## src/rtl/pdsl_pkg.sv

```systemverilog
// Package for the device status and link capability/control/status bank.
// Assumes a 32-bit classic Wishbone slave on a single core clock.
`default_nettype none
package pdsl_pkg;

    // ------------------------------------------------------------------
    // Register byte offsets
    // ------------------------------------------------------------------
    localparam logic [7:0] OFF_DEV_CTL_STS  = 8'he8;
    localparam logic [7:0] OFF_LINK_CAP     = 8'hec;
    localparam logic [7:0] OFF_LINK_CTL_STS = 8'hf0;

    // ------------------------------------------------------------------
    // Field positions
    // ------------------------------------------------------------------
    localparam int DS_ERR_LSB   = 16;   // Four detected-error bits 19:16
    localparam int DS_AUX_BIT   = 20;
    localparam int LC_SPD_LSB   = 0;
    localparam int LC_WID_LSB   = 4;
    localparam int LC_ASPM_LSB  = 10;
    localparam int LC_L0S_LSB   = 12;
    localparam int LC_L1_LSB    = 15;
    localparam int LK_ASPM_LSB  = 0;
    localparam int LK_CCLK_BIT  = 6;
    localparam int LK_XSYN_BIT  = 7;
    localparam int LS_SPD_LSB   = 16;
    localparam int LS_WID_LSB   = 20;
    localparam int LS_TERR_BIT  = 26;
    localparam int LS_TRN_BIT   = 27;

    // ------------------------------------------------------------------
    // Reset and fixed values
    // ------------------------------------------------------------------
    localparam logic [3:0] SPEED_2G5       = 4'h1;
    localparam logic [5:0] WIDTH_X1        = 6'h01;
    localparam logic [1:0] ASPM_SUP_RST    = 2'h3;
    localparam logic [2:0] L0S_LAT_RST     = 3'h3;
    localparam logic [2:0] L1_LAT_RST      = 3'h0;
    localparam logic [1:0] ASPM_CTL_RST    = 2'h0;
    localparam logic [15:0] FTS_EXT        = 16'h1000;  // 4096 sets
    localparam logic [15:0] TS1_EXT        = 16'h0400;  // 1024 sets

    // ASPM control encodings
    typedef enum logic [1:0] {
        PDSL_ASPM_OFF  = 2'h0,
        PDSL_ASPM_L0S  = 2'h1,
        PDSL_ASPM_L1   = 2'h2,
        PDSL_ASPM_BOTH = 2'h3
    } pdsl_aspm_type;

    // Error events, one-cycle pulses, one bit per class
    typedef struct packed {
        logic ur;
        logic fatal;
        logic nonfatal;
        logic corr;
    } pdsl_err_type;

    // Link training progress from the LTSSM
    typedef struct packed {
        logic       active;
        logic       fail;
        logic       l0_ok;
        logic [5:0] width;
    } pdsl_train_type;

    // Capability values delivered by the EEPROM loader
    typedef struct packed {
        logic       load;
        logic [1:0] aspm_sup;
        logic [2:0] l0s_lat;
        logic [2:0] l1_lat;
    } pdsl_autoload_type;

endpackage
`default_nettype wire

```

## src/rtl/pdsl_regs.sv

```systemverilog
// Device status and link capability/control/status register bank.
// Assumes same-clock event and training inputs, and an asynchronous
// AUX power pin that is synchronised here.

`timescale 1ns/1ns
`default_nettype none

module pdsl_regs #(
    parameter int          ADDR_W   = 8,
    parameter logic [5:0]  MAX_WID  = pdsl_pkg::WIDTH_X1,
    parameter logic [15:0] FTS_NORM = 16'h0080,
    parameter logic [15:0] TS1_NORM = 16'h0010
) (
    // Clock and reset
    input  wire logic                        core_clk,
    input  wire logic                        sys_rst,
    // Wishbone classic slave
    input  wire logic                        wb_cyc_i,
    input  wire logic                        wb_stb_i,
    input  wire logic                        wb_we_i,
    input  wire logic [ADDR_W-1:0]           wb_adr_i,
    input  wire logic [3:0]                  wb_sel_i,
    input  wire logic [31:0]                 wb_dat_i,
    output logic      [31:0]                 wb_dat_o,
    output logic                             wb_ack_o,
    // Events and status from the core
    input  wire pdsl_pkg::pdsl_err_type      err_evt,
    input  wire pdsl_pkg::pdsl_train_type    train,
    input  wire pdsl_pkg::pdsl_autoload_type autoload,
    input  wire logic                        aux_pwr_pin,
    // Controls toward the link layers
    output logic                             tx_l0s_en,
    output logic                             tx_l1_en,
    output logic                             rx_l0s_allow,
    output logic                             common_clk,
    output logic [15:0]                      fts_count,
    output logic [15:0]                      ts1_count,
    output pdsl_pkg::pdsl_err_type           err_msg
);

    // ------------------------------------------------------------------
    // Elaboration checks
    // ------------------------------------------------------------------
    if (ADDR_W < 8 || ADDR_W > 12)
    begin : g_bad_addr
        $error("ADDR_W must lie between 8 and 12");
    end
    if (MAX_WID == 6'h00)
    begin : g_bad_wid
        $error("MAX_WID must not be zero");
    end

    // Byte-enable expansion, used by the detected-error write-one clear
    function automatic logic [31:0] be_mask(input logic [3:0] sel);
        be_mask = {{8{sel[3]}}, {8{sel[2]}}, {8{sel[1]}}, {8{sel[0]}}};
    endfunction

    // ------------------------------------------------------------------
    // State
    // ------------------------------------------------------------------
    logic       ack_q;
    logic [31:0] rdat_q;
    logic [3:0] rep_en_q;     // Reporting enables, device control 3:0
    logic [3:0] err_q;        // Detected-error bits
    logic       aux_m_q;      // Synchroniser first stage
    logic       aux_s_q;
    logic       aux_q;
    logic [1:0] aspm_sup_q;
    logic [2:0] l0s_lat_q;
    logic [2:0] l1_lat_q;
    logic [1:0] aspm_ctl_q;
    logic       cclk_q;
    logic       xsyn_q;
    logic       terr_q;
    logic       trn_q;
    logic [5:0] nwid_q;
    pdsl_pkg::pdsl_err_type msg_q;

    // ------------------------------------------------------------------
    // Bus decode
    // ------------------------------------------------------------------
    wire         req     = wb_cyc_i & wb_stb_i & ~ack_q;
    wire         wr      = req & wb_we_i;
    wire [7:0]   adr8    = {wb_adr_i[7:2], 2'b00};
    wire         hi_zero = ((wb_adr_i >> 8) == '0);  // Legal at ADDR_W=8
    wire         hit_dev = hi_zero & (adr8 == pdsl_pkg::OFF_DEV_CTL_STS);
    wire         hit_cap = hi_zero & (adr8 == pdsl_pkg::OFF_LINK_CAP);
    wire         hit_lnk = hi_zero & (adr8 == pdsl_pkg::OFF_LINK_CTL_STS);
    wire [31:0]  wmask   = be_mask(wb_sel_i);
    wire [31:0]  wbits   = wb_dat_i & wmask;
    wire         wr_dev  = wr & hit_dev;
    wire         wr_lnk  = wr & hit_lnk;

    // ------------------------------------------------------------------
    // Read words; every unlisted bit is a constant zero
    // ------------------------------------------------------------------
    wire [31:0] word_dev;
    wire [31:0] word_cap;
    wire [31:0] word_lnk;

    // Transactions pending and bits 31:22 stay zero
    assign word_dev = {10'h000, 1'b0, aux_q, err_q,
                       12'h000, rep_en_q};

    // Port number and reserved 23:18 stay zero
    assign word_cap = {8'h00, 6'h00, l1_lat_q, l0s_lat_q,
                       aspm_sup_q, MAX_WID,
                       pdsl_pkg::SPEED_2G5};

    // Slot clock, RCB, link disable, retrain and reserved read zero
    assign word_lnk = {3'h0, 1'b0, trn_q, terr_q, nwid_q,
                       pdsl_pkg::SPEED_2G5,
                       8'h00, xsyn_q, cclk_q, 3'h0,
                       1'b0, aspm_ctl_q};

    wire [31:0] rd_word = hit_dev ? word_dev :
                          hit_cap ? word_cap :
                          hit_lnk ? word_lnk : 32'h0000_0000;

    // ------------------------------------------------------------------
    // Wishbone answer: ack one cycle after the request, data registered.
    // Unmapped addresses still get ack, read zero and ignore writes.
    // ------------------------------------------------------------------
    always_ff @(posedge core_clk)
    begin
        if (sys_rst)
        begin
            ack_q  <= 1'b0;
            rdat_q <= 32'h0000_0000;
        end
        else
        begin
            ack_q  <= req;
            rdat_q <= (req & ~wb_we_i) ? rd_word : rdat_q;
        end
    end

    assign wb_ack_o = ack_q;
    assign wb_dat_o = rdat_q;

    // ------------------------------------------------------------------
    // Device control enables and detected-error log
    // ------------------------------------------------------------------
    wire [3:0] err_in  = err_evt;
    wire [3:0] err_clr = wr_dev ? wbits[pdsl_pkg::DS_ERR_LSB +: 4] : 4'h0;

    // Set wins over a write-one clear in the same cycle; the log ignores
    // the enables so errors are seen even with messages turned off
    always_ff @(posedge core_clk)
    begin
        if (sys_rst)
        begin
            err_q    <= 4'h0;
            rep_en_q <= 4'h0;
        end
        else
        begin
            err_q <= (err_q & ~err_clr) | err_in;
            if (wr_dev & wb_sel_i[0])
            begin
                rep_en_q <= wb_dat_i[3:0];
            end
        end
    end

    // Message requests go out only where reporting is enabled
    always_ff @(posedge core_clk)
    begin
        if (sys_rst)
        begin
            msg_q <= '0;
        end
        else
        begin
            msg_q <= pdsl_pkg::pdsl_err_type'(err_in & rep_en_q);
        end
    end

    assign err_msg = msg_q;

    // ------------------------------------------------------------------
    // AUX power: pin passes three flops; shown bit resets high
    // ------------------------------------------------------------------
    always_ff @(posedge core_clk)
    begin
        if (sys_rst)
        begin
            aux_m_q <= 1'b1;
            aux_s_q <= 1'b1;
            aux_q   <= 1'b1;
        end
        else
        begin
            aux_m_q <= aux_pwr_pin;
            aux_s_q <= aux_m_q;
            aux_q   <= aux_s_q;
        end
    end

    // ------------------------------------------------------------------
    // Capability fields: reset defaults, replaced only by the loader.
    // Bus writes never reach them.
    // ------------------------------------------------------------------
    always_ff @(posedge core_clk)
    begin
        if (sys_rst)
        begin
            aspm_sup_q <= pdsl_pkg::ASPM_SUP_RST;
            l0s_lat_q  <= pdsl_pkg::L0S_LAT_RST;
            l1_lat_q   <= pdsl_pkg::L1_LAT_RST;
        end
        else if (autoload.load)
        begin
            aspm_sup_q <= autoload.aspm_sup;
            l0s_lat_q  <= autoload.l0s_lat;
            l1_lat_q   <= autoload.l1_lat;
        end
    end

    // ------------------------------------------------------------------
    // Link control: only bits 1:0, 6 and 7 take writes
    // ------------------------------------------------------------------
    always_ff @(posedge core_clk)
    begin
        if (sys_rst)
        begin
            aspm_ctl_q <= pdsl_pkg::ASPM_CTL_RST;
            cclk_q     <= 1'b0;
            xsyn_q     <= 1'b0;
        end
        else if (wr_lnk & wb_sel_i[0])
        begin
            aspm_ctl_q <= wb_dat_i[pdsl_pkg::LK_ASPM_LSB +: 2];
            cclk_q     <= wb_dat_i[pdsl_pkg::LK_CCLK_BIT];
            xsyn_q     <= wb_dat_i[pdsl_pkg::LK_XSYN_BIT];
        end
    end

    // ASPM decode limits the transmitter only
    wire [1:0] aspm_ctl = aspm_ctl_q;
    assign tx_l0s_en    = (aspm_ctl == pdsl_pkg::PDSL_ASPM_L0S) |
                          (aspm_ctl == pdsl_pkg::PDSL_ASPM_BOTH);
    assign tx_l1_en     = (aspm_ctl == pdsl_pkg::PDSL_ASPM_L1) |
                          (aspm_ctl == pdsl_pkg::PDSL_ASPM_BOTH);
    assign rx_l0s_allow = 1'b1;
    assign common_clk   = cclk_q;
    // Long sync sets cost exit time; only used when software asks
    assign fts_count    = xsyn_q ? pdsl_pkg::FTS_EXT : FTS_NORM;
    assign ts1_count    = xsyn_q ? pdsl_pkg::TS1_EXT : TS1_NORM;

    // ------------------------------------------------------------------
    // Link training status; failure wins over success in one cycle
    // ------------------------------------------------------------------
    always_ff @(posedge core_clk)
    begin
        if (sys_rst)
        begin
            terr_q <= 1'b0;
            trn_q  <= 1'b0;
            nwid_q <= 6'h00;
        end
        else
        begin
            if (train.fail)
            begin
                terr_q <= 1'b1;
            end
            else if (train.l0_ok)
            begin
                terr_q <= 1'b0;
            end
            trn_q <= train.active;
            if (train.l0_ok)
            begin
                nwid_q <= train.width;
            end
        end
    end
endmodule

`default_nettype wire

```

## config.mk

```make
export PLATFORM = sky130hd
export DESIGN_NAME = pdsl_regs
export DESIGN_NICKNAME = d
export VERILOG_FILES = /design/src/rtl/pdsl_pkg.sv /design/src/rtl/pdsl_regs.sv
export SDC_FILE = /design/constraint.sdc
export NUM_CORES = 1
export LEC_CHECK = 0
export BUFFER_PORTS_ARGS = -buffer_cell sky130_fd_sc_hd__buf_4
export CORE_ASPECT_RATIO = 1.4
export CORE_MARGIN = 2
export CORE_UTILIZATION = 40
export CTS_BUF_LIST = sky130_fd_sc_hd__clkbuf_16
export DETAILED_ROUTE_END_ITERATION = 6
export GPL_ROUTABILITY_DRIVEN = 0
export PLACE_DENSITY_LB_ADDON = 0.3
export RECOVER_POWER = 100
export SLEW_MARGIN = 20
export SYNTH_ARGS = -nofsm -noshare
export SYNTH_HDL_FRONTEND = slang
export SYNTH_SLANG_ARGS = --single-unit
```

## constraint.sdc

```tcl
create_clock -name core_clk -period 1.35 [get_ports core_clk]
set_input_delay 0.27 -clock core_clk [delete_from_list [all_inputs] [get_ports core_clk]]
set_output_delay 0.27 -clock core_clk [all_outputs]
set_load 0.005 [all_outputs]
```

Word level (Yosys, flattened, before mapping) --
Cells that the tools add are included.
Word-level totals: flip-flop bits (word level) 68, bits in latches 0, memory bits (writable) 0, ROM bits 0, input bits 72, output and inout bits 73, memories 0
Cells by class: add/subtract/negate cells 0, multipliers 0, divide/modulo/power cells 0, $lt $le $gt $ge 0, eq/ne operators 6, shift-type cells 0, mux-type cells 8, bitwise gates (word level) 17, reductions and logical operators 1
Operators by type and width (count):
- two-way mux 28 bit | 3
- bitwise AND 20 bit | 1
- equality test 6 bit, second input constant | 3
- two-way mux 13 bit | 1
- two-way mux 11 bit | 1
- bitwise AND 1 bit | 8
- bitwise AND 4 bit | 2
- equality test 2 bit, second input constant | 2
- two-way mux 4 bit | 1
- NOT 4 bit | 1
- bitwise OR 4 bit | 1
- equality test 2 x 1 -> 1 bit, second input constant | 1
- two-way mux 1 bit | 2
- NOT 1 bit | 2
- bitwise OR 1 bit | 2
- nonzero test 2 bit | 1

Logic depth before layout (Yosys ltp) --
Gate-level depths: netlist (run 1).
word-level depth 8, mapped depth 6, gate-level depth less buffers 4

Worst setup path after synthesis (run 1) --
OpenSTA, ideal clock, no wires.
path type register to register, from reg ack_q, in the netlist wb_ack_o, to reg rdat_q[1], in the netlist wb_dat_o[1], data arrival time 1.229 ns, setup slack -0.004 ns, stages on the path, launching flop included 6, path buffers 1, period minus slack after synthesis 1.354 ns, path through dfxtp_1 nand3b_1 or2_2 clkbuf_1 a221oi_1 nor3_1
On the way: word-level cells in the longest chain between the ends 3
RTL lines:
- start: declaration | line pdsl_regs.sv:61 | logic ack_q;
- start signal: assignment | line pdsl_regs.sv:133 | ack_q <= req;
- NOT 1 bit | line pdsl_regs.sv:82 | wire req = wb_cyc_i & wb_stb_i & ~ack_q;
- bitwise AND 1 bit | line pdsl_regs.sv:82
- bitwise AND 1 bit | line pdsl_regs.sv:134 | rdat_q <= (req & ~wb_we_i) ? rd_word : rdat_q;
- end signal: assignment | line pdsl_regs.sv:134
- end: declaration | line pdsl_regs.sv:62 | logic [31:0] rdat_q;
No other way between the ends. A chain may end at the register's enable or synchronous reset.

Worst setup path after layout (run 1) --
from reg ack_q, in the netlist wb_ack_o, to reg xsyn_q
On the way: word-level cells in the longest chain between the ends 5
RTL lines:
- NOT 1 bit | line pdsl_regs.sv:82
- bitwise AND 1 bit | line pdsl_regs.sv:82
- bitwise AND 1 bit | line pdsl_regs.sv:83 | wire wr = req & wb_we_i;
- bitwise AND 1 bit | line pdsl_regs.sv:92 | wire wr_lnk = wr & hit_lnk;
- bitwise AND 1 bit | line pdsl_regs.sv:231 | else if (wr_lnk & wb_sel_i[0])
- end signal: assignment | line pdsl_regs.sv:235 | xsyn_q <= wb_dat_i[pdsl_pkg::LK_XSYN_BIT];
- end: declaration | line pdsl_regs.sv:73 | logic xsyn_q;
No other way between the ends.

==> results of run 1 <==
==> synthesized netlist by cell type, types with 4 or more instances <==
cell type	number
clkbuf_1	10
mux2i_1	18
a21oi_1	17
or2_2	4
nor2_1	33
a311oi_2	4
nor2b_1	6
dfxtp_1	61
a211o_1	4
a22o_1	7
buf_2	4
nand3_1	16
inv_1	6
buf_4	41
nand2_1	20
==> path summary, 6_finish.rpt <==
path / end / slack, ns
max: xsyn_q$_SDFFE_PP0P_ / 0.02
min: aux_m_q$_SDFF_PP1_ / 0.13
max reg2reg: xsyn_q$_SDFFE_PP0P_ / 0.02
min reg2reg: aux_q$_SDFF_PP1_ / 0.41
==> power by group through the flow <==
stage | Sequential [W] | Combinational [W] | Clock (W)
after floorplan | 0.00190 | 0.000237 | 0
after global placement | 0.00191 | 0.000328 | 0
after detailed placement | 0.00191 | 0.000334 | 0
after CTS | 0.00187 | 0.000336 | 0.00257
after global routing | 0.00188 | 0.000371 | 0.00265
final | 0.00187 | 0.000335 | 0.00254
==> metal layers <==
metal | GRT usage, % | vias up | routed length [um]
li1 | - | 1037 | -
met1 | 19.2 | 960 | 2300
met2 | 27.3 | 86 | 2930
met3 | 4.81 | 7 | 380
met4 | 7.55 | 0 | 70
met5 | 0 | - | 0
==> cells by family (layout without fill, tap and decap cells) <==
kind of cell           Yosys count  count (layout)  share of synthesized area, %
flip-flops                      61              61                          47.7
multiplexers                    20              20                          7.91
AO/OA/AOI/OAI                   35              35                          10.4
other                            2              36                         0.293
AND/OR/NAND/NOR                 94              94                          18.2
buffers and inverters           62             125                          15.6
==> cells in the final DEF (no fill, tap or decap), types with 2 or more instances in the layout <==
cell	n
buf_4	69
a21oi_1	16
dfxtp_1	60
nand3_1	16
a211o_1	4
clkbuf_1	5
nor3_1	2
mux2_2	2
a22o_1	7
nor2_1	31
inv_1	8
conb_1	36
and4b_2	2
mux2i_1	18
nor2b_1	6
or2_2	3
bufinv_16	3
clkbuf_16	9
a211oi_1	2
nand4_1	2
nand2_1	20
nor2_2	2
clkbuf_4	25
a311oi_2	4
buf_12	2
==> state kept, by name, indices dropped and copies added, names as in the netlist <==
signal / count
rep_en_q: 4
aux_m_q: 1
nwid_q: 6
l0s_lat_q: 3
aspm_sup_q: 2
l1_lat_q: 3
aspm_ctl: 2
err_q: 4
aux_q: 1
wb_ack_o: 1
common_clk: 1
wb_dat_o: 25
xsyn_q: 1
trn_q: 1
terr_q: 1
err_msg: 4
aux_s_q: 1
==> repair_timing <==
item	4_1_cts	5_1_grt
hold endpoints to repair	0	0
resized for setup	1	6
setup endpoints to repair	8	27
pin swaps	0	3
==> layout make-up <==
class / count / area [um2] / area share [%]
flip-flops and latches: 61 / 1220 / 34.6
multi-input cells: 185 / 1090 / 30.8
repair buffers: 103 / 781 / 22.1
clock buffers: 9 / 225 / 6.37
clock inverters: 7 / 106 / 3.01
well taps: 72 / 90.1 / 2.55
inverters: 6 / 22.5 / 0.637
==> metrics by stage <==
step | setup slack [ns] | utilization (%) | instance area [um2] | cells | setup TNS, ns
finish | 0.0229 | 56.9 | 3530 | 443 | 0
global route | -0.0607 | 56.9 | 3530 | 443 | -0.855
CTS | -0.00570 | 56.9 | 3540 | 443 | -0.00570
detailed placement | -0.0661 | 51.6 | 3200 | 427 | -1.15
global placement | -0.0510 | 51.6 | 3200 | 427 | -0.701
floorplan | 0.0258 | - | 2690 | 308 | 0
==> impl_metrics.ini, run 1 <==
[worst_setup_path]
timing.critical_path.buf_inv = 1
worstPathRequired_ns = 1.53
critPathMaxStageDelay_ns = 0.32
rr_startpoint = wb_ack_o$_SDFF_PP0_
cpLargestDelayFamily = simple AND/OR/NAND/NOR gates
crit_chain = and4b_2 -> nand4_1 -> buf_4 -> mux2i_1 -> nor2_1
r2r_cells = 5
crit_slowest_cell = dfxtp_2
cp-start-kind = flop
critPathLaunch = wb_ack_o$_SDFF_PP0_
critical_path_class = flop to flop
path_max_fanout = 3
arrival_ns = 1.51
endpoint_kind = flop
path_depth = 5

[timing]
worstMarginPinSlew_ns = 0.690
finalCritPeriodShare_pct = 98.3
maxSlewViolCount = 0
finalCriticalPeriod_ns = 1.33
skew_ns = 0.00572
grt_setup_unrepaired = yes
setup_viol = 0
max_freq_mhz = 754
finalHoldViolations = 0
whs_ns = 0.125
slew_headroom_pct = 54.0

[floorplan]
die_h_um = 98.7
die-area_um2 = 7070
start_util_pct = 41.3
dieWidth_um = 71.6
coreArea_um2 = 6210
io_pins = 145
fp-row-count = 34

[run]
cap_violations = 0

[power]
p_leak_nw = 1.66
clockPowerShare_pct = 53.5
p_int_w = 0.00380
p_seq_share_pct = 39.5
p_switching_w = 0.000945
swShare_pct = 19.9
power.density_nw_per_um2 = 1340
power_w = 0.00475
combPwrFrac_pct = 7.0
ir_worst_vdd_mv = 0.864

[min_path]
whs_path_depth = 2
hold_class = primary input to flop
min-delay-start = aux_pwr_pin

[logic_synthesis]
yosys.area.top_type = dfxtp_1
yosysUniqueCellTypes = 32
yosys.area.top_type_share_pct = 47.7
syn_area_per_cell_um2 = 9.35
yosys_warnings = 0
synth_seq_cells = 61
synthTopCellsByArea = dfxtp_1 (48%), buf_4 (12%), mux2i_1 (7.0%), nor2_1 (4.8%), a21oi_1 (3.3%)
ys.flop_type = dfxtp_1
synth_edf_count = 0
synthArstFlopShare_pct = 0
seq_area_frac_synth_pct = 47.7
synthesis.area_um2 = 2560
syn_inst = 274

[finish]
layout.nets = 438
antenna_cells = 0
area_growth_pct = 37.9
nFillCells = 573
drive_above_1_share_pct = 35.8

[clocking]
cts_tree = built
htree_levels = 3
cts_hold_buf = 0
cts_max_path_buffers = 2
clock_latency_ns = 0.32
cts.sinks = 61
clk_pin_slew_worst_paths_ns = 0.05
cts_setup_buffers = 0
root_buffer = clkbuf_16
cts_buffers = 9

[route]
drtIter0Drc = 94
wire_per_inst_um = 12.8
wl_um = 5680
drtAntennaViolNets = 0
vias = 2090
dr.pass1.iters = 4
vias_per_cell = 4.72
drc = 0

[global_route]
grtUsageTotal_pct = 16.4
grt_max_degree = 21
grt_pass1_wl_um = 8930
antenna_found_initial = 0
gr-total-overflow = 0
grt_pass1_vias = 1890

[placement]
io_buffers = 82
dp_hpwl_um = 4240

[outcome]
outcome = finished, final reports clean
Note: power is estimated with default switching activity, not from simulation.
==> inputs of run 2 (changes only) <==
--- a/config.mk
+++ b/config.mk
@@ -8,7 +8,7 @@
 export BUFFER_PORTS_ARGS = -buffer_cell sky130_fd_sc_hd__buf_4
 export CORE_ASPECT_RATIO = 1.4
 export CORE_MARGIN = 2
-export CORE_UTILIZATION = 40
+export CORE_UTILIZATION = 47
 export CTS_BUF_LIST = sky130_fd_sc_hd__clkbuf_16
 export DETAILED_ROUTE_END_ITERATION = 6
 export GPL_ROUTABILITY_DRIVEN = 0
==> constraint.sdc (replaced) <==
create_clock -name core_clk -period 1.6 [get_ports core_clk]
set_input_delay 0.32 -clock core_clk [delete_from_list [all_inputs] [get_ports core_clk]]
set_output_delay 0.32 -clock core_clk [all_outputs]
set_load 0.005 [all_outputs]
==> impl_metrics.ini, run 2 (synthesis gave the netlist of run 1 again) <==
[global_route]
grt_pass1_wl_um = 8600
grt_max_degree = 23
antenna_found_initial = 0
gr-total-overflow = 0
grtUsageTotal_pct = 18.8
grt_pass1_vias = 1823

[worst_setup_path]
cp-start-kind = primary input
arrival_ns = 1.65
rr_startpoint = wb_ack_o$_SDFF_PP0_
critPathLaunch = wb_adr_i[2]
critical_path_class = primary input to flop
worstPathRequired_ns = 1.77
endpoint_kind = flop
path_max_fanout = 7

[floorplan]
die_h_um = 91.4
start_util_pct = 48.9
fp-row-count = 31
dieWidth_um = 66.4
io_pins = 145
die-area_um2 = 6070
coreArea_um2 = 5240

[route]
vias = 2028
drc = 0
wl_um = 5380
route.met2.wl_um = 2730
dr.pass1.iters = 5
met1_length_um = 2210
wl_met3_um = 352
drtIter0Drc = 64
top_layer = met4
vias_per_cell = 4.81
wire_per_inst_um = 12.7
drtAntennaViolNets = 0

[clocking]
cts-resized-gates = 0
root_buffer = clkbuf_16
clock_latency_ns = 0.32
cts_buffers = 9
cts_max_path_buffers = 2
clk_pin_slew_worst_paths_ns = 0.05
htree_levels = 3
cts_hold_buf = 0
cts_tree = built
cts_setup_buffers = 0
cts.sinks = 61

[run]
cap_violations = 0

[power]
ir_worst_vdd_mv = 0.893
power_w = 0.00344
clockPowerShare_pct = 46.6
p_seq_share_pct = 46.0
p_leak_nw = 1.54
swShare_pct = 21.7
p_switching_w = 0.000745
power.density_nw_per_um2 = 1050
combPwrFrac_pct = 7.4
p_int_w = 0.00270

[timing]
worstMarginPinSlew_ns = 0.663
finalCritPeriodShare_pct = 92.4
grt_setup_unrepaired = no
slew_headroom_pct = 55.8
max_freq_mhz = 676
maxSlewViolCount = 0
skew_ns = 0.00860
tns_ns = 0
finalHoldViolations = 0
setup_viol = 0
finalCriticalPeriod_ns = 1.48

[finish]
largest_reg_flops = 25
layout_common_cells = dfxtp_1 (61), buf_4 (45), conb_1 (36)
antenna_cells = 0
layout.nets = 424
nFillCells = 476
regArea_um2 = 1220
drive_above_1_share_pct = 30.3
multi_input_area_um2 = 1060
final_common_cell = dfxtp_1
area_growth_pct = 28.4

[min_path]
min-delay-start = aux_pwr_pin
hold_class = primary input to flop

[placement]
io_buffers = 82
dp_hpwl_um = 4020

[outcome]
outcome = finished, final reports clean
==> run 2: cell count changes in the layout (fill, tap and decap cells not counted), sizes merged <==
cell / before / now
buf: 72 / 46
bufinv: 3 / 0
clkbuf: 40 / 52
clkinv: 2 / 4
==> run 2: power by group through the flow <==
stage          logic [W]  clock network, W  registers, W
6_report        0.000256           0.00160       0.00158
5_1_grt         0.000286           0.00170       0.00158
4_1_cts         0.000265           0.00163       0.00158
3_5_place_dp    0.000264                 0       0.00161
3_3_place_gp    0.000258                 0       0.00161
2_1_floorplan   0.000199                 0       0.00161
==> run 2: critical path: stages <==
cell and delay, ns:
clkbuf_2 0.14, and4b_4 0.37, and2_1 0.28, and3_1 0.39, a311oi_2 0.14
==> run 2: worst paths after layout <==
| path | to | slack [ns] | cells after the start |
|---|---|---|---|
| setup / recovery | err_q[3]$_SDFF_PP0_ | 0.12 | 5 |
| hold / removal | aux_m_q$_SDFF_PP1_ | 0.18 | 2 |
| setup reg to reg | wb_dat_o[3]$_SDFFE_PP0P_ | 0.15 | 5 |
| hold reg to reg | aux_q$_SDFF_PP1_ | 0.41 | 1 |
==> run 2: layout make-up <==
type	instances	area share, %
Tap cell	66	2.51
Clock buffer	9	6.84
Inverter	6	0.684
Timing Repair Buffer	89	19.9
Clock inverter	6	0.722
Sequential cell	61	37.1
Multi-Input combinational cell	185	32.2
==> run 2: layer usage <==
metal / global-route usage (%) / up-vias
li1: - / 1002
met2: 30.3 / 89
met3: 5.20 / 6
met4: 8.50 / 0
met5: 0 / -
met1: 22.8 / 931
==> run 2: metrics by stage <==
step / area [um2] / setup slack, ns / utilization (%) / hold slack (ns) / cells
after floorplan: 2690 / 0.246 / - / 0.389 / 308
after global placement: 3080 / 0.0434 / 58.8 / 0.392 / 407
after detailed placement: 3080 / 0.0298 / 58.8 / 0.398 / 407
after CTS: 3330 / 0.190 / 63.5 / 0.177 / 422
after global routing: 3290 / 0.0451 / 62.8 / 0.191 / 422
final: 3290 / 0.121 / 62.8 / 0.185 / 422
==> inputs of run 3 (changes only) <==
--- a/config.mk
+++ b/config.mk
@@ -6,9 +6,11 @@
 export NUM_CORES = 1
 export LEC_CHECK = 0
 export BUFFER_PORTS_ARGS = -buffer_cell sky130_fd_sc_hd__buf_4
-export CORE_ASPECT_RATIO = 1.4
+export CELL_PAD_IN_SITES_DETAIL_PLACEMENT = 1
+export CELL_PAD_IN_SITES_GLOBAL_PLACEMENT = 1
+export CORE_ASPECT_RATIO = 0.75
 export CORE_MARGIN = 2
-export CORE_UTILIZATION = 47
+export CORE_UTILIZATION = 33
 export CTS_BUF_LIST = sky130_fd_sc_hd__clkbuf_16
 export DETAILED_ROUTE_END_ITERATION = 6
 export GPL_ROUTABILITY_DRIVEN = 0
==> constraint.sdc (replaced) <==
create_clock -name core_clk -period 1.6 [get_ports core_clk]
set_input_delay 0.32 -clock core_clk [delete_from_list [all_inputs] [get_ports core_clk]]
set_output_delay 0.32 -clock core_clk [all_outputs]
set_load 0.02 [all_outputs]
==> impl_metrics.ini, run 3 (synthesis gave the netlist of run 1 again) <==
[outcome]
outcome = finished, final reports clean

[timing]
worstMarginPinSlew_ns = 0.749
finalHoldViolations = 0
skew_ns = 0.00523
finalCritPeriodShare_pct = 90.1
slew_headroom_pct = 50.1
max_freq_mhz = 693
tns_ns = 0
setup_viol = 0
finalCriticalPeriod_ns = 1.44
grt_setup_unrepaired = no
maxSlewViolCount = 0
setup_slack_ns = 0.158

[floorplan]
die_h_um = 80.3
fp-row-count = 27
io_pins = 145
coreArea_um2 = 7430
start_util_pct = 34.5
die-area_um2 = 8490
dieWidth_um = 106

[clocking]
cts_hold_buf = 0
cts_tree = built
cts_setup_buffers = 0
cts_max_path_buffers = 2
cts_buffers = 9
root_buffer = clkbuf_16
cts-resized-gates = 0
cts.sinks = 61
htree_levels = 3
clk_pin_slew_worst_paths_ns = 0.05
clock_latency_ns = 0.32

[global_route]
grtUsageTotal_pct = 15.4
grt_pass1_vias = 1985
grt_max_degree = 26
grt_pass1_wl_um = 9910
antenna_found_initial = 0
gr-total-overflow = 0

[finish]
largest_reg_flops = 25
nFillCells = 918
antenna_cells = 0
drive_above_1_share_pct = 21.9
layout.nets = 429
final_cells = 462
layout_common_cells = dfxtp_1 (61), buf_4 (50), clkbuf_1 (42)
post-route-util_pct = 43.9
final_common_cell = dfxtp_1
area_growth_pct = 27.3

[route]
vias = 2040
vias_per_cell = 4.42
drtIter0Drc = 55
dr.pass1.iters = 4
drtAntennaViolNets = 0
wire_per_inst_um = 13.6
drc = 0
wl_um = 6290

[power]
power.density_nw_per_um2 = 1140
p_seq_share_pct = 42.5
clockPowerShare_pct = 48.8
ir_worst_vdd_mv = 0.489
p_switching_w = 0.000850
swShare_pct = 22.8
combPwrFrac_pct = 8.6
power_w = 0.00372
p_leak_nw = 1.43
p_int_w = 0.00287

[placement]
dp_hpwl_um = 4720
io_buffers = 82
placedCellCount = 447
preCtsSetupSlack_ns = 0.0438

[worst_setup_path]
arrival_ns = 1.62
critPathLaunch = wb_ack_o$_SDFF_PP0_
path_max_fanout = 3
critical_path_class = flop to flop
cp-start-kind = flop
r2r_slack_ns = 0.16
rr_startpoint = wb_ack_o$_SDFF_PP0_
worstPathRequired_ns = 1.78
endpoint_kind = flop

[min_path]
hold_class = primary input to flop
min-delay-start = aux_pwr_pin

[run]
cap_violations = 0
-- run 3: cell count changes in the layout (fill, tap and decap cells not counted), sizes merged --
cell      delta
buf          +5
bufinv       +1
inv          -2
clkinvlp     +1
-- run 3: power groups by stage --
stage | Clock, W | Sequential, W | Combinational, W
floorplan | 0 | 0.00161 | 0.000258
global placement | 0 | 0.00161 | 0.000331
detailed placement | 0 | 0.00161 | 0.000335
CTS | 0.00189 | 0.00158 | 0.000336
global route | 0.00196 | 0.00158 | 0.000355
finish | 0.00182 | 0.00158 | 0.000321
-- run 3: cell type report --
class                      count  area, um2  share of cell area, %
timing repair buffer          94        558                   17.1
tap                          101        126                   3.87
inverter                       6       22.5                  0.690
sequential                    61       1220                   37.4
clock buffer                   9        225                   6.90
clock inverter                 6       55.1                   1.69
multi-input combinational    185       1050                   32.3
-- run 3: path summary, 6_finish.rpt --
path / cells after the start / end
worst max-delay path: 5 / xsyn_q$_SDFFE_PP0P_
worst min-delay path: 2 / aux_m_q$_SDFF_PP1_
worst max register to register: 5 / xsyn_q$_SDFFE_PP0P_
worst min register to register: 1 / aux_s_q$_SDFF_PP1_
-- run 3: critical path, stage by stage, from the launching register on --
cell,delay (ns)
dfxtp_1,0.31
and4b_1,0.35
nand4_1,0.24
clkbuf_1,0.20
mux2i_1,0.15
nor2_1,0.05
-- run 3: stage by stage --
stage / hold slack (ns) / instance area [um2]
2_1_floorplan: 0.389 / 2690
3_3_place_gp: 0.392 / 3160
3_5_place_dp: 0.398 / 3160
4_1_cts: 0.171 / 3440
5_1_grt: 0.173 / 3260
6_report: 0.183 / 3260
-- run 3: routing by layer --
metal	vias to the layer above	global-route usage [%]	routed length, um	part of all wire, %
met3	8	5.52	438	7.0
met5	-	0	0	0
met2	71	25.4	2930	46
met4	0	5.92	58	0.92
li1	1013	-	-	-
met1	948	18.6	2870	46
